### src/include/ofd_pkg.sv
// ofd_pkg: constants and types shared by the operand field decoder files.
// assumes an 8-bit byte stream and a 16-bit program/data address space.
package ofd_pkg;

  localparam int unsigned OFD_BYTE_W = 8;
  localparam int unsigned OFD_ADDR_W = 16;
  localparam int unsigned OFD_EREG_W = 12;
  localparam int unsigned OFD_BIT_W = 3;

  // escape marker in the upper nibble of an 8-bit register address
  localparam logic [3:0] OFD_ESC_NIBBLE = 4'hE;
  // register-to-register add opcode
  localparam logic [7:0] OFD_OPC_ADD_RR = 8'h04;
  // number of operand bytes that follow the add opcode
  localparam logic [1:0] OFD_ADD_OPND_CNT = 2'h2;

  // values after reset, one per register width
  localparam logic [15:0] OFD_RST_ADDR = 16'h0000;
  localparam logic [11:0] OFD_RST_RADDR = 12'h000;
  localparam logic [7:0] OFD_RST_BYTE = 8'h00;
  localparam logic [3:0] OFD_RST_PAIR = 4'h0;
  localparam logic [2:0] OFD_RST_BIT = 3'h0;
  localparam logic OFD_RST_FLAG = 1'b0;

  // operand kind presented by the fetch side with each operand byte
  typedef enum logic [3:0] {
    OFD_K_REG,
    OFD_K_BIT,
    OFD_K_POL,
    OFD_K_IMM,
    OFD_K_VEC,
    OFD_K_DA_HI,
    OFD_K_DA_LO,
    OFD_K_ER_HI,
    OFD_K_ER_LO,
    OFD_K_WPAIR,
    OFD_K_RPAIR,
    OFD_K_REL,
    OFD_K_IDX
  } ofd_kind_e;

endpackage : ofd_pkg

### src/include/ofd_adder_if.sv
// ofd_adder_if: operands and sum between the decoder and its add unit.
// assumes a single clock domain; purely combinational bundle.
`timescale 1ns/100ps
interface ofd_adder_if;
  import ofd_pkg::*;
  logic [OFD_BYTE_W-1:0] src;
  logic [OFD_BYTE_W-1:0] dst;
  logic [OFD_BYTE_W-1:0] sum;
  logic carry;
  logic [OFD_ADDR_W-1:0] base;
  logic [OFD_BYTE_W-1:0] offset;
  logic [OFD_ADDR_W-1:0] target;
  modport dec (output src, output dst, output base, output offset,
               input sum, input carry, input target);
  modport alu (input src, input dst, input base, input offset,
               output sum, output carry, output target);
endinterface : ofd_adder_if

### src/core/ofd_adder.sv
// ofd_adder: byte add for the add operation and signed offset address add.
// assumes operands are stable while the decoder samples the results.
`timescale 1ns/100ps
module ofd_adder
  import ofd_pkg::*;
(
  ofd_adder_if.alu bus
);
  logic [OFD_BYTE_W:0] wide_sum;
  logic [OFD_ADDR_W-1:0] sext_off;

  always_comb begin
    wide_sum = {1'b0, bus.src} + {1'b0, bus.dst};
    // widen before adding so negative offsets borrow correctly
    sext_off = {{(OFD_ADDR_W-OFD_BYTE_W){bus.offset[OFD_BYTE_W-1]}}, bus.offset};
  end

  assign bus.sum = wide_sum[OFD_BYTE_W-1:0];
  assign bus.carry = wide_sum[OFD_BYTE_W];
  assign bus.target = bus.base + sext_off;

endmodule : ofd_adder

### src/core/ofd_decoder.sv
// ofd_decoder: operand field decoder fed byte by byte from instruction fetch.
// assumes fetch tags each operand byte with its kind and the next pc.
// Summary of operation
// - after opcode 04 the source byte comes first, then the destination byte.
// - an 8-bit register address reaches 0-255, but upper nibble E picks working reg 0-15.
// - a bit-select field is three bits choosing bit 0 to 7.
// - a direct address is a full 16-bit value 0000H to FFFFH.
// - an extended register address is 12 bits, 000H to FFFH.
// - an immediate operand is one byte taken straight from the stream.
// - a working pair names only even pairs 0 to 14, even reg then the odd one.
// - a register pair addresses only even locations 00H to FEH.
// - a relative offset is a signed byte added to the next instruction address.
// - a polarity operand is one bit choosing which bit value is acted on.
// - a trap vector is one byte, 00H to FFH.
// - add sums source and destination and writes the result to the destination.
`timescale 1ns/100ps
module ofd_decoder
  import ofd_pkg::*;
(
  input wire logic core_clk_i,
  input wire logic arst_n_i,
  input wire logic opc_valid_i,
  input wire logic [7:0] opc_i,
  input wire logic opnd_valid_i,
  input wire logic [7:0] opnd_i,
  input wire logic [3:0] opnd_kind_i,
  input wire logic [15:0] next_pc_i,
  input wire logic [15:0] index_base_i,
  input wire logic [3:0] reg_ptr_i,
  input wire logic [7:0] src_val_i,
  input wire logic [7:0] dst_val_i,
  input wire logic operands_valid_i,
  output logic [11:0] reg_addr_o,
  output logic reg_is_work_o,
  output logic [2:0] bit_sel_o,
  output logic polarity_o,
  output logic [7:0] immediate_operand_o,
  output logic [7:0] vector_o,
  output logic [15:0] direct_address_operand_o,
  output logic [11:0] extended_register_operand_o,
  output logic [3:0] work_pair_operand_o,
  output logic [7:0] reg_pair_operand_o,
  output logic [15:0] rel_target_o,
  output logic [15:0] idx_addr_o,
  output logic add_src_ok_o,
  output logic [11:0] add_src_addr_o,
  output logic [11:0] add_dst_addr_o,
  output logic add_wr_o,
  output logic [11:0] add_wr_addr_o,
  output logic [7:0] add_wr_data_o,
  output logic add_carry_o
);
  typedef enum logic [1:0] {OFD_IDLE, OFD_SRC, OFD_DST, OFD_EXEC} ofd_add_e;
  ofd_add_e st_q, st_d;

  logic [11:0] reg_addr_q, reg_addr_d;
  logic reg_work_q, reg_work_d;
  logic [2:0] bit_q, bit_d;
  logic pol_q, pol_d;
  logic [7:0] imm_q, imm_d;
  logic [7:0] vec_q, vec_d;
  logic [15:0] da_q, da_d;
  logic [11:0] er_q, er_d;
  logic [3:0] wp_q, wp_d;
  logic [7:0] rp_q, rp_d;
  logic [15:0] rel_q, rel_d;
  logic [15:0] idx_q, idx_d;
  logic [11:0] asrc_q, asrc_d;
  logic [11:0] adst_q, adst_d;
  logic awr_q, awr_d;
  logic [7:0] awd_q, awd_d;
  logic acy_q, acy_d;
  logic [11:0] reg_full;
  ofd_adder_if add_bus ();

  ofd_adder u_adder (
    .bus(add_bus)
  );

  // escape decode: working regs live in the 16-byte group selected by the pointer
  function automatic logic [11:0] ofd_reg_map(input logic [7:0] b, input logic [3:0] rp);
    if (b[7:4] == OFD_ESC_NIBBLE) begin
      ofd_reg_map = {rp, 4'h0, b[3:0]};
    end else begin
      ofd_reg_map = {4'h0, b};
    end
  endfunction : ofd_reg_map

  assign reg_full = ofd_reg_map(opnd_i, reg_ptr_i);

  always_comb begin
    add_bus.src = src_val_i;
    add_bus.dst = dst_val_i;
    // one adder path serves both relative and indexed forms
    if (opnd_kind_i == OFD_K_IDX) begin
      add_bus.base = index_base_i;
    end else begin
      add_bus.base = next_pc_i;
    end
    add_bus.offset = opnd_i;
  end

  // register-like fields: plain or escaped register, working pair, register pair
  always_comb begin
    reg_addr_d = reg_addr_q;
    reg_work_d = reg_work_q;
    wp_d = wp_q;
    rp_d = rp_q;
    if (opnd_valid_i) begin
      unique case (opnd_kind_i)
        OFD_K_REG: begin
          reg_addr_d = reg_full;
          reg_work_d = (opnd_i[7:4] == OFD_ESC_NIBBLE);
        end
        // low bit forced clear: odd pair codes are not encodable
        OFD_K_WPAIR: begin
          wp_d = {opnd_i[3:1], 1'b0};
        end
        OFD_K_RPAIR: begin
          rp_d = {opnd_i[7:1], 1'b0};
        end
        default: ;
      endcase
    end
  end

  always_ff @(posedge core_clk_i or negedge arst_n_i) begin
    if (!arst_n_i) begin
      reg_addr_q <= OFD_RST_RADDR;
      reg_work_q <= OFD_RST_FLAG;
      wp_q <= OFD_RST_PAIR;
      rp_q <= OFD_RST_BYTE;
    end else begin
      reg_addr_q <= reg_addr_d;
      reg_work_q <= reg_work_d;
      wp_q <= wp_d;
      rp_q <= rp_d;
    end
  end

  // single-byte fields, held until the next byte of the same kind
  always_comb begin
    bit_d = bit_q;
    pol_d = pol_q;
    imm_d = imm_q;
    vec_d = vec_q;
    if (opnd_valid_i) begin
      unique case (opnd_kind_i)
        OFD_K_BIT: begin
          bit_d = opnd_i[OFD_BIT_W-1:0];
        end
        OFD_K_POL: begin
          pol_d = opnd_i[0];
        end
        OFD_K_IMM: begin
          imm_d = opnd_i;
        end
        OFD_K_VEC: begin
          vec_d = opnd_i;
        end
        default: ;
      endcase
    end
  end

  always_ff @(posedge core_clk_i or negedge arst_n_i) begin
    if (!arst_n_i) begin
      bit_q <= OFD_RST_BIT;
      pol_q <= OFD_RST_FLAG;
      imm_q <= OFD_RST_BYTE;
      vec_q <= OFD_RST_BYTE;
    end else begin
      bit_q <= bit_d;
      pol_q <= pol_d;
      imm_q <= imm_d;
      vec_q <= vec_d;
    end
  end

  // two-byte fields: each half lands alone, so either byte order works
  always_comb begin
    da_d = da_q;
    er_d = er_q;
    if (opnd_valid_i) begin
      unique case (opnd_kind_i)
        OFD_K_DA_HI: begin
          da_d = {opnd_i, da_q[7:0]};
        end
        OFD_K_DA_LO: begin
          da_d = {da_q[15:8], opnd_i};
        end
        // only the low nibble of the high byte fits a 12-bit register address
        OFD_K_ER_HI: begin
          er_d = {opnd_i[3:0], er_q[7:0]};
        end
        OFD_K_ER_LO: begin
          er_d = {er_q[11:8], opnd_i};
        end
        default: ;
      endcase
    end
  end

  always_ff @(posedge core_clk_i or negedge arst_n_i) begin
    if (!arst_n_i) begin
      da_q <= OFD_RST_ADDR;
      er_q <= OFD_RST_RADDR;
    end else begin
      da_q <= da_d;
      er_q <= er_d;
    end
  end

  // offset targets come straight from the shared adder
  always_comb begin
    rel_d = rel_q;
    idx_d = idx_q;
    if (opnd_valid_i) begin
      unique case (opnd_kind_i)
        OFD_K_REL: begin
          rel_d = add_bus.target;
        end
        OFD_K_IDX: begin
          idx_d = add_bus.target;
        end
        default: ;
      endcase
    end
  end

  always_ff @(posedge core_clk_i or negedge arst_n_i) begin
    if (!arst_n_i) begin
      rel_q <= OFD_RST_ADDR;
      idx_q <= OFD_RST_ADDR;
    end else begin
      rel_q <= rel_d;
      idx_q <= idx_d;
    end
  end

  // add sequence: opcode, source byte, destination byte, write-back
  always_comb begin
    st_d = st_q;
    asrc_d = asrc_q;
    adst_d = adst_q;
    awr_d = 1'b0;
    awd_d = awd_q;
    acy_d = acy_q;
    unique case (st_q)
      OFD_IDLE: begin
        if (opc_valid_i && opc_i == OFD_OPC_ADD_RR) begin
          st_d = OFD_SRC;
        end
      end
      OFD_SRC: begin
        if (opnd_valid_i) begin
          asrc_d = reg_full;
          st_d = OFD_DST;
        end
      end
      OFD_DST: begin
        if (opnd_valid_i) begin
          adst_d = reg_full;
          st_d = OFD_EXEC;
        end
      end
      OFD_EXEC: begin
        if (operands_valid_i) begin
          awr_d = 1'b1;
          awd_d = add_bus.sum;
          acy_d = add_bus.carry;
          st_d = OFD_IDLE;
        end
      end
    endcase
  end

  always_ff @(posedge core_clk_i or negedge arst_n_i) begin
    if (!arst_n_i) begin
      st_q <= OFD_IDLE;
      asrc_q <= OFD_RST_RADDR;
      adst_q <= OFD_RST_RADDR;
      awr_q <= OFD_RST_FLAG;
      awd_q <= OFD_RST_BYTE;
      acy_q <= OFD_RST_FLAG;
    end else begin
      st_q <= st_d;
      asrc_q <= asrc_d;
      adst_q <= adst_d;
      awr_q <= awr_d;
      awd_q <= awd_d;
      acy_q <= acy_d;
    end
  end

  assign reg_addr_o = reg_addr_q;
  assign reg_is_work_o = reg_work_q;
  assign bit_sel_o = bit_q;
  assign polarity_o = pol_q;
  assign immediate_operand_o = imm_q;
  assign vector_o = vec_q;
  assign direct_address_operand_o = da_q;
  assign extended_register_operand_o = er_q;
  assign work_pair_operand_o = wp_q;
  assign reg_pair_operand_o = rp_q;
  assign rel_target_o = rel_q;
  assign idx_addr_o = idx_q;
  assign add_src_ok_o = (st_q == OFD_EXEC);
  assign add_src_addr_o = asrc_q;
  assign add_dst_addr_o = adst_q;
  assign add_wr_o = awr_q;
  assign add_wr_addr_o = adst_q;
  assign add_wr_data_o = awd_q;
  assign add_carry_o = acy_q;

endmodule : ofd_decoder

### config.mk
export PLATFORM = sky130hd
export DESIGN_NAME = ofd_decoder
export DESIGN_NICKNAME = d
export VERILOG_FILES = /design/src/include/ofd_pkg.sv /design/src/include/ofd_adder_if.sv /design/src/core/ofd_adder.sv /design/src/core/ofd_decoder.sv
export SDC_FILE = /design/constraint.sdc
export NUM_CORES = 1
export LEC_CHECK = 0
export ABC_AREA = 1
export BUFFER_PORTS_ARGS = -buffer_cell sky130_fd_sc_hd__buf_2
export CORE_ASPECT_RATIO = 1.2
export CORE_MARGIN = 2
export CORE_UTILIZATION = 46
export CTS_CLUSTER_SIZE = 30
export DETAILED_ROUTE_END_ITERATION = 10
export GPL_ROUTABILITY_DRIVEN = 1
export MAX_ROUTING_LAYER = met4
export PLACE_DENSITY = 0.74
export SETUP_SLACK_MARGIN = 0.2
export SLEW_MARGIN = 5
export SYNTH_ARGS = -nofsm -noshare
export SYNTH_HDL_FRONTEND = slang
export SYNTH_SLANG_ARGS = --single-unit
### constraint.sdc
create_clock -name core_clk_i -period 1.3 [get_ports core_clk_i]
set_input_delay 0.13 -clock core_clk_i [delete_from_list [all_inputs] [get_ports core_clk_i]]
set_output_delay 0.13 -clock core_clk_i [all_outputs]
set_load 0.01 [all_outputs]
=== Word-level counts from Yosys, hierarchy flattened ===
Cells that the tools add are included.

* Output and inout port bits: 152
* Register bits after elaboration: 139
* Logic and storage cells: 78
* Input bits: 77

* Muxes and demuxes: 11
* $add $sub $neg: 2
* Reduce and logical (&&, ||, !) cells: 20
* Eq/ne operators: 21
* Bitwise gates (word level): 4

{| class="wikitable"
|+ Operator list
! operator !! number
|-
| 16-bit one-hot mux with 2 select lines || 1
|-
| 4-bit equality test (second input constant) || 6
|-
| 12-bit one-hot mux with 2 select lines || 1
|-
| 2-bit AND reduction || 12
|-
| 16-bit adder || 1
|-
| 4-bit by 3-bit equality test with 1-bit output (second input constant) || 4
|-
| 16-bit 2-to-1 mux || 1
|-
| 12-bit 2-to-1 mux || 1
|-
| 3-bit AND reduction || 4
|-
| 8-bit by 8-bit adder with 9-bit output || 1
|-
| 4-bit by 2-bit equality test with 1-bit output (second input constant) || 2
|-
| 8-bit by 3-bit equality test with 1-bit output (second input constant) || 1
|-
| 2-bit 2-to-1 mux || 4
|-
| 2-bit != test (second input constant) || 4
|-
| 2-bit one-hot mux with 4 select lines || 1
|-
| 2-bit equality test (second input constant) || 2
|-
| 4-bit by 1-bit equality test with 1-bit output (second input constant) || 1
|-
| 4-bit zero test || 1
|-
| 1-bit NOT || 4
|-
| 4-bit AND reduction || 1
|-
| 2-bit by 1-bit equality test with 1-bit output (second input constant) || 1
|-
| 2-bit zero test || 1
|-
| 1-bit 2-to-1 mux || 2
|-
| 1-bit logical AND || 1
|}

=== Longest topological paths before layout ===
* Word-level depth: 4
* Gate-level depth with buffers: 18
* Depth with buffers taken out: 17

=== By module ===
From an unflattened synthesis, not the netlist that was laid out.

* Cell total of the unflattened synthesis: 850
* Area total of the unflattened synthesis: 6,954.2 um^2

{| class="wikitable"
|+ By module, submodules not included
! module !! area each (um^2) !! cells each !! times used !! seq. area each (um^2)
|-
| ofd_decoder || 5,726.7 || 630 || 1 || 3,478.3
|-
| ofd_adder || 1,227.4 || 220 || 1 || 0.0
|}

=== Worst setup path after synthesis ===
OpenSTA, ideal clock, no wires.

* Path kind: in2reg
* From: input port opnd_kind_i[1]
* To: register idx_q[6] (netlist: idx_addr_o[6])
* Setup time: 0.117 ns
* Required time: 1.183 ns
* Slack: -0.802 ns
* Path buffers: 1
* Data arrival time: 1.984 ns
* Stages: 14
* Cells stage by stage: nor2_4 > nand2_4 > buf_1 > nand2_1 > nand2_1 > ha_1 > fa_1 > nand2_1 > nand2_1 > nand3b_1 > nand2_1 > or2_2 > nand3_1 > nand2_1

* Cells in the longest elaborated chain, start to end: 3
* Elaborated cells between the ends (all ways): 4
* Classes of those cells: add/sub (1); eq/ne (1); mux (1); reduce/logical (1)

{| class="wikitable"
|+ RTL lines
! what !! line !! RTL
|-
| start, declared || ofd_decoder.sv:26 || <nowiki>input wire logic [3:0] opnd_kind_i,</nowiki>
|-
| 4-bit equality test (*) || ofd_decoder.sv:95, ofd_decoder.sv:219 ||
|-
| 16-bit 2-to-1 mux || ofd_decoder.sv:95 || <nowiki>if (opnd_kind_i == OFD_K_IDX) begin</nowiki>
|-
| 16-bit adder || ofd_adder.sv:20 || <nowiki>assign bus.target = bus.base + sext_off;</nowiki>
|-
| end signal, assigned || ofd_decoder.sv:237 || <nowiki>idx_q <= idx_d;</nowiki>
|-
| end, declared || ofd_decoder.sv:67 || <nowiki>logic [15:0] idx_q, idx_d;</nowiki>
|}

Every way passes the cells marked *; elsewhere a longest branch is shown, timed or not.
A chain may end at the register's enable or synchronous reset.

=== Worst setup path in the final report ===
* From: input port opnd_kind_i[0]
* To: register idx_q[6] (netlist: idx_addr_o[6])

Same word-level chain as after synthesis.

==> summary.md <==
| Metric | Value |
|---|---|
| Status | `finished, violations left` |
| Failing checks | `setup timing` |
| Max Cap Viol | `0` |
| VDD IR max | `784.5 uV` |
| Syn_area_per_cell | `7.973 sq um` |
| Buf/Inv on CP | `4` |
| Via density | `5.120` |
| Synth cell types | `33` |
| Die Y-Extent | `138.5 um` |
| Worst Hold Class | `input pin to register` |
| Crit-path cells | `buf_6 > nor2_4 > buf_4 > buf_6 > nand2_4 > nand2_2 > nand2_2 > ha_4 > buf_4 > nor2_4 > nand2_1 > nand3b_1 > nand2_2 > or2_4 > nand3_2 > nand2_1` |
| Htree depth | `4` |
| Total Power | `18,120 uW` |
| Area of the multi-input gates | `3749 sq um` |
| 1st-iter DRT viols | `649` |
| DIE AREA | `16,080 sq um` |
| Wire per inst | `16.77 um` |
| Hold path endpoint | `add_wr_o` |
| Hold path depth | `3` |
| Num rows | `49` |
| Root Driver | `clkbuf_16` |
| Leading area contributor after synthesis | `dfrtp_1` |
| CTS max path bufs | `2` |
| Vias in the first global route | `6,872` |
| Worst path required time | `1.60 ns` |
| Setup tns final | `-8.947 ns` |
| Crit. End Element | `register` |
| Worst EP arrival | `2.02 ns` |
| TritonCTS clock tree | `yes` |
| Max Transition Viols Final | `0` |
| DRT Wirelength | `24.81 mm` |
| Mapped Cells | `870` |
| FF/Latch Area | `3481 sq um` |
| Largest net degree at the start of global routing | `46` |
| CP dominant cell by count | `nand2_2` |
| Pwr Density | `1621 nW/um^2` |
| Area growth from synthesis to layout | `61.15%` |
| Max Clk Rate | `0.5814 GHz` |
| DP Cell Count | `1,347` |
| Hold path startpoint | `operands_valid_i` |
| Yosys warns | `0` |
| Share of layout cells above drive strength 1 | `0.4847` |
| Post-layout util | `0.7503` |
| Clock sinks | `139` |
| Initial Util | `0.4656` |
| IO Port Bufs | `226` |
| Setup Viol. Count Final | `37` |
| Gr usage total | `0.2880` |
| I/O Pins | `229` |
| Grt ovf | `0` |
| Worst Skew | `0.01105 ns` |
| First-pass GRT wire length | `34.62 mm` |
| Initial DRT Pass Iterations | `6` |
| Filler cell count | `1,051` |
| R2R Path End | `add_dst_addr_o[9]` |
| Post-synthesis sequential area ratio | `0.5014` |
| Die W | `116.1 um` |
| Top cells by area, synth | `dfrtp_1, nand2_1, ha_1, o21ai_0, inv_1` |
| RSZ-0062 raised after global routing | `true` |
| CP max stage delay | `0.29 ns` |
| FF-to-FF setup slack | `-0.18 ns` |
| Detail Placement HPWL | `15.75 mm` |
| CP max FO | `4` |
| Top cell type's share of synthesized area | `0.5014` |
| Final hold violation count | `0` |
| Post-route ant nets | `0` |
| CORE AREA | `14,900 sq um` |
| Min setup slack post-route | `-0.4201 ns` |
| Post-Layout Cell Count | `1,479` |
| Reg2reg path depth | `7` |
| Post-route minimum period | `1.720 ns` |
| Critical path class | `input pin to register` |
| Minimum hold slack | `0.02847 ns` |
| Worst-Skew Late Latency | `0.43 ns` |
| Final cycle utilization of the critical path | `1.323` |
| DR DRC count | `0` |
| Via count | `7,573` |
| Critical path's slowest cell | `or2_4` |
| Crit Reg-Reg Startpoint | `st_q[0]` |
| Synthesized area | `6937 sq um` |
| Crit path launch type | `input pin` |
| Nets@finish | `1,368` |
| Routability cong. | `0.9761` |
| Total CTS buffers | `17` |
| Clk pin slew, worst setup/hold paths | `0.06 ns` |
| Initial antenna violation count | `2` |
| Pleak | `0.006141 uW` |
| Post-synthesis sequential element count | `139` |
| Delay-heaviest family, CP | `simple AND/OR/NAND/NOR gates` |
-- stage by stage --
step	cell area [sq um]	worst slack, ns
global placement	9026	-0.7992
global route	11180	-0.5134
finish	11180	-0.4201
CTS	10240	-0.2439
detailed placement	9026	-0.8319
floorplan	7203	-0.6806
-- cell families after synthesis --
group | share of synthesized area
AOI/OAI and AO/OA | 0.06981
xor gates and xnor gates | 0.007577
adders and majority gates | 0.05808
buffers and inverters | 0.07143
DFF | 0.5014
muxes | 0.006493
other | 0.0005406
and+or+nand+nor | 0.2846
-- flip-flops by register name, indices dropped and copies added (netlist names) --
register and cells:
reg_pair_operand_o 7, add_wr_data_o 8, bit_sel_o 3, rel_target_o 16, add_src_addr_o 12, reg_addr_o 12, immediate_operand_o 8, add_wr_o 1
direct_address_operand_o 16, add_carry_o 1, st_q 2, vector_o 8, work_pair_operand_o 3, idx_addr_o 16, reg_is_work_o 1, extended_register_operand_o 12
polarity_o 1, add_dst_addr_o 12
-- worst reg2reg max path: stages (launching register included) --
cell and delay (ns):
dfrtp_2 0.44, inv_2 0.07, ha_4 0.18, buf_6 0.13, nand2_8 0.09, clkinvlp_4 0.20, nand2_1 0.13, nand2_1 0.12
-- synth_stat cells --
| master | n |
|---|---|
| and2_1 | 1 |
| or2_2 | 6 |
| nand2_4 | 1 |
| clkbuf_1 | 5 |
| nor2_4 | 4 |
| a21oi_1 | 26 |
| xnor2_1 | 3 |
| inv_2 | 9 |
| o21ai_1 | 12 |
| fa_1 | 2 |
| buf_1 | 1 |
| nand3_2 | 1 |
| nand3_1 | 47 |
| nand2_1 | 361 |
| o21bai_1 | 1 |
| inv_1 | 74 |
| buf_2 | 9 |
| buf_4 | 14 |
| a31oi_1 | 1 |
| nor2_2 | 5 |
| conb_1 | 1 |
| nor3_1 | 3 |
| nand4_2 | 1 |
| o21ai_0 | 56 |
| dfrtp_1 | 139 |
| nand4_1 | 2 |
| ha_1 | 29 |
| xor2_1 | 3 |
| mux2_2 | 4 |
| nand3b_1 | 5 |
| nor2_1 | 42 |
| nor3b_1 | 1 |
| buf_6 | 1 |
-- worst max path at each step --
stage | start | endpoint | slack (ns) | cells past startpoint
final | opnd_kind_i[0] | idx_addr_o[6] | -0.42 | 16
after global routing | opnd_kind_i[0] | idx_addr_o[12] | -0.51 | 16
after CTS | opnd_kind_i[2] | rel_target_o[6] | -0.24 | 16
after detailed placement | opnd_kind_i[2] | rel_target_o[13] | -0.83 | 17
after global placement | opnd_kind_i[2] | rel_target_o[13] | -0.80 | 17
after floorplan | opnd_kind_i[0] | idx_addr_o[6] | -0.68 | 14
-- power by group --
part / internal (uW) / total [uW] / switching (uW)
Clock: 2740 / 4710 / 1980
Combinational: 3560 / 7150 / 3600
Sequential: 5470 / 6260 / 794
Total: 11800 / 18100 / 6360
-- layer usage --
metal	up-vias	part of all wire	GRT usage
li1	3509	-	-
met1	3573	0.38	0.3433
met2	390	0.51	0.4697
met3	101	0.067	0.05875
met4	0	0.048	0.1253
met5	-	0	-
-- cells in the final DEF (no fill, tap or decap), drive strengths merged, types with 7 or more instances in the layout --
master and n:
inv 83, a21oi 26, ha 29, clkinv 7, o21ai 68, nor2 51, buf 396, nand3 48
nand2 363, dfrtp 139, clkbuf 21
-- layout make-up --
cell class / count / area share
multi-input cells: 620 / 0.3353
flip-flops and latches: 139 / 0.3114
repair buffers: 399 / 0.2487
clock buffers: 19 / 0.04052
inverters: 83 / 0.03033
well taps: 204 / 0.02283
clock inverters: 13 / 0.01041
diodes: 2 / 0.0004477
-- repair_timing --
item,CTS,global route
pin swaps,44,27
gates resized for setup,110,100
hold buffers,1,0
endpoints found under the hold margin,139,0
gates cloned,2,1
buffers inserted,25,69
endpoints found under the setup margin,104,203
Power figures use the tool's default switching activity.
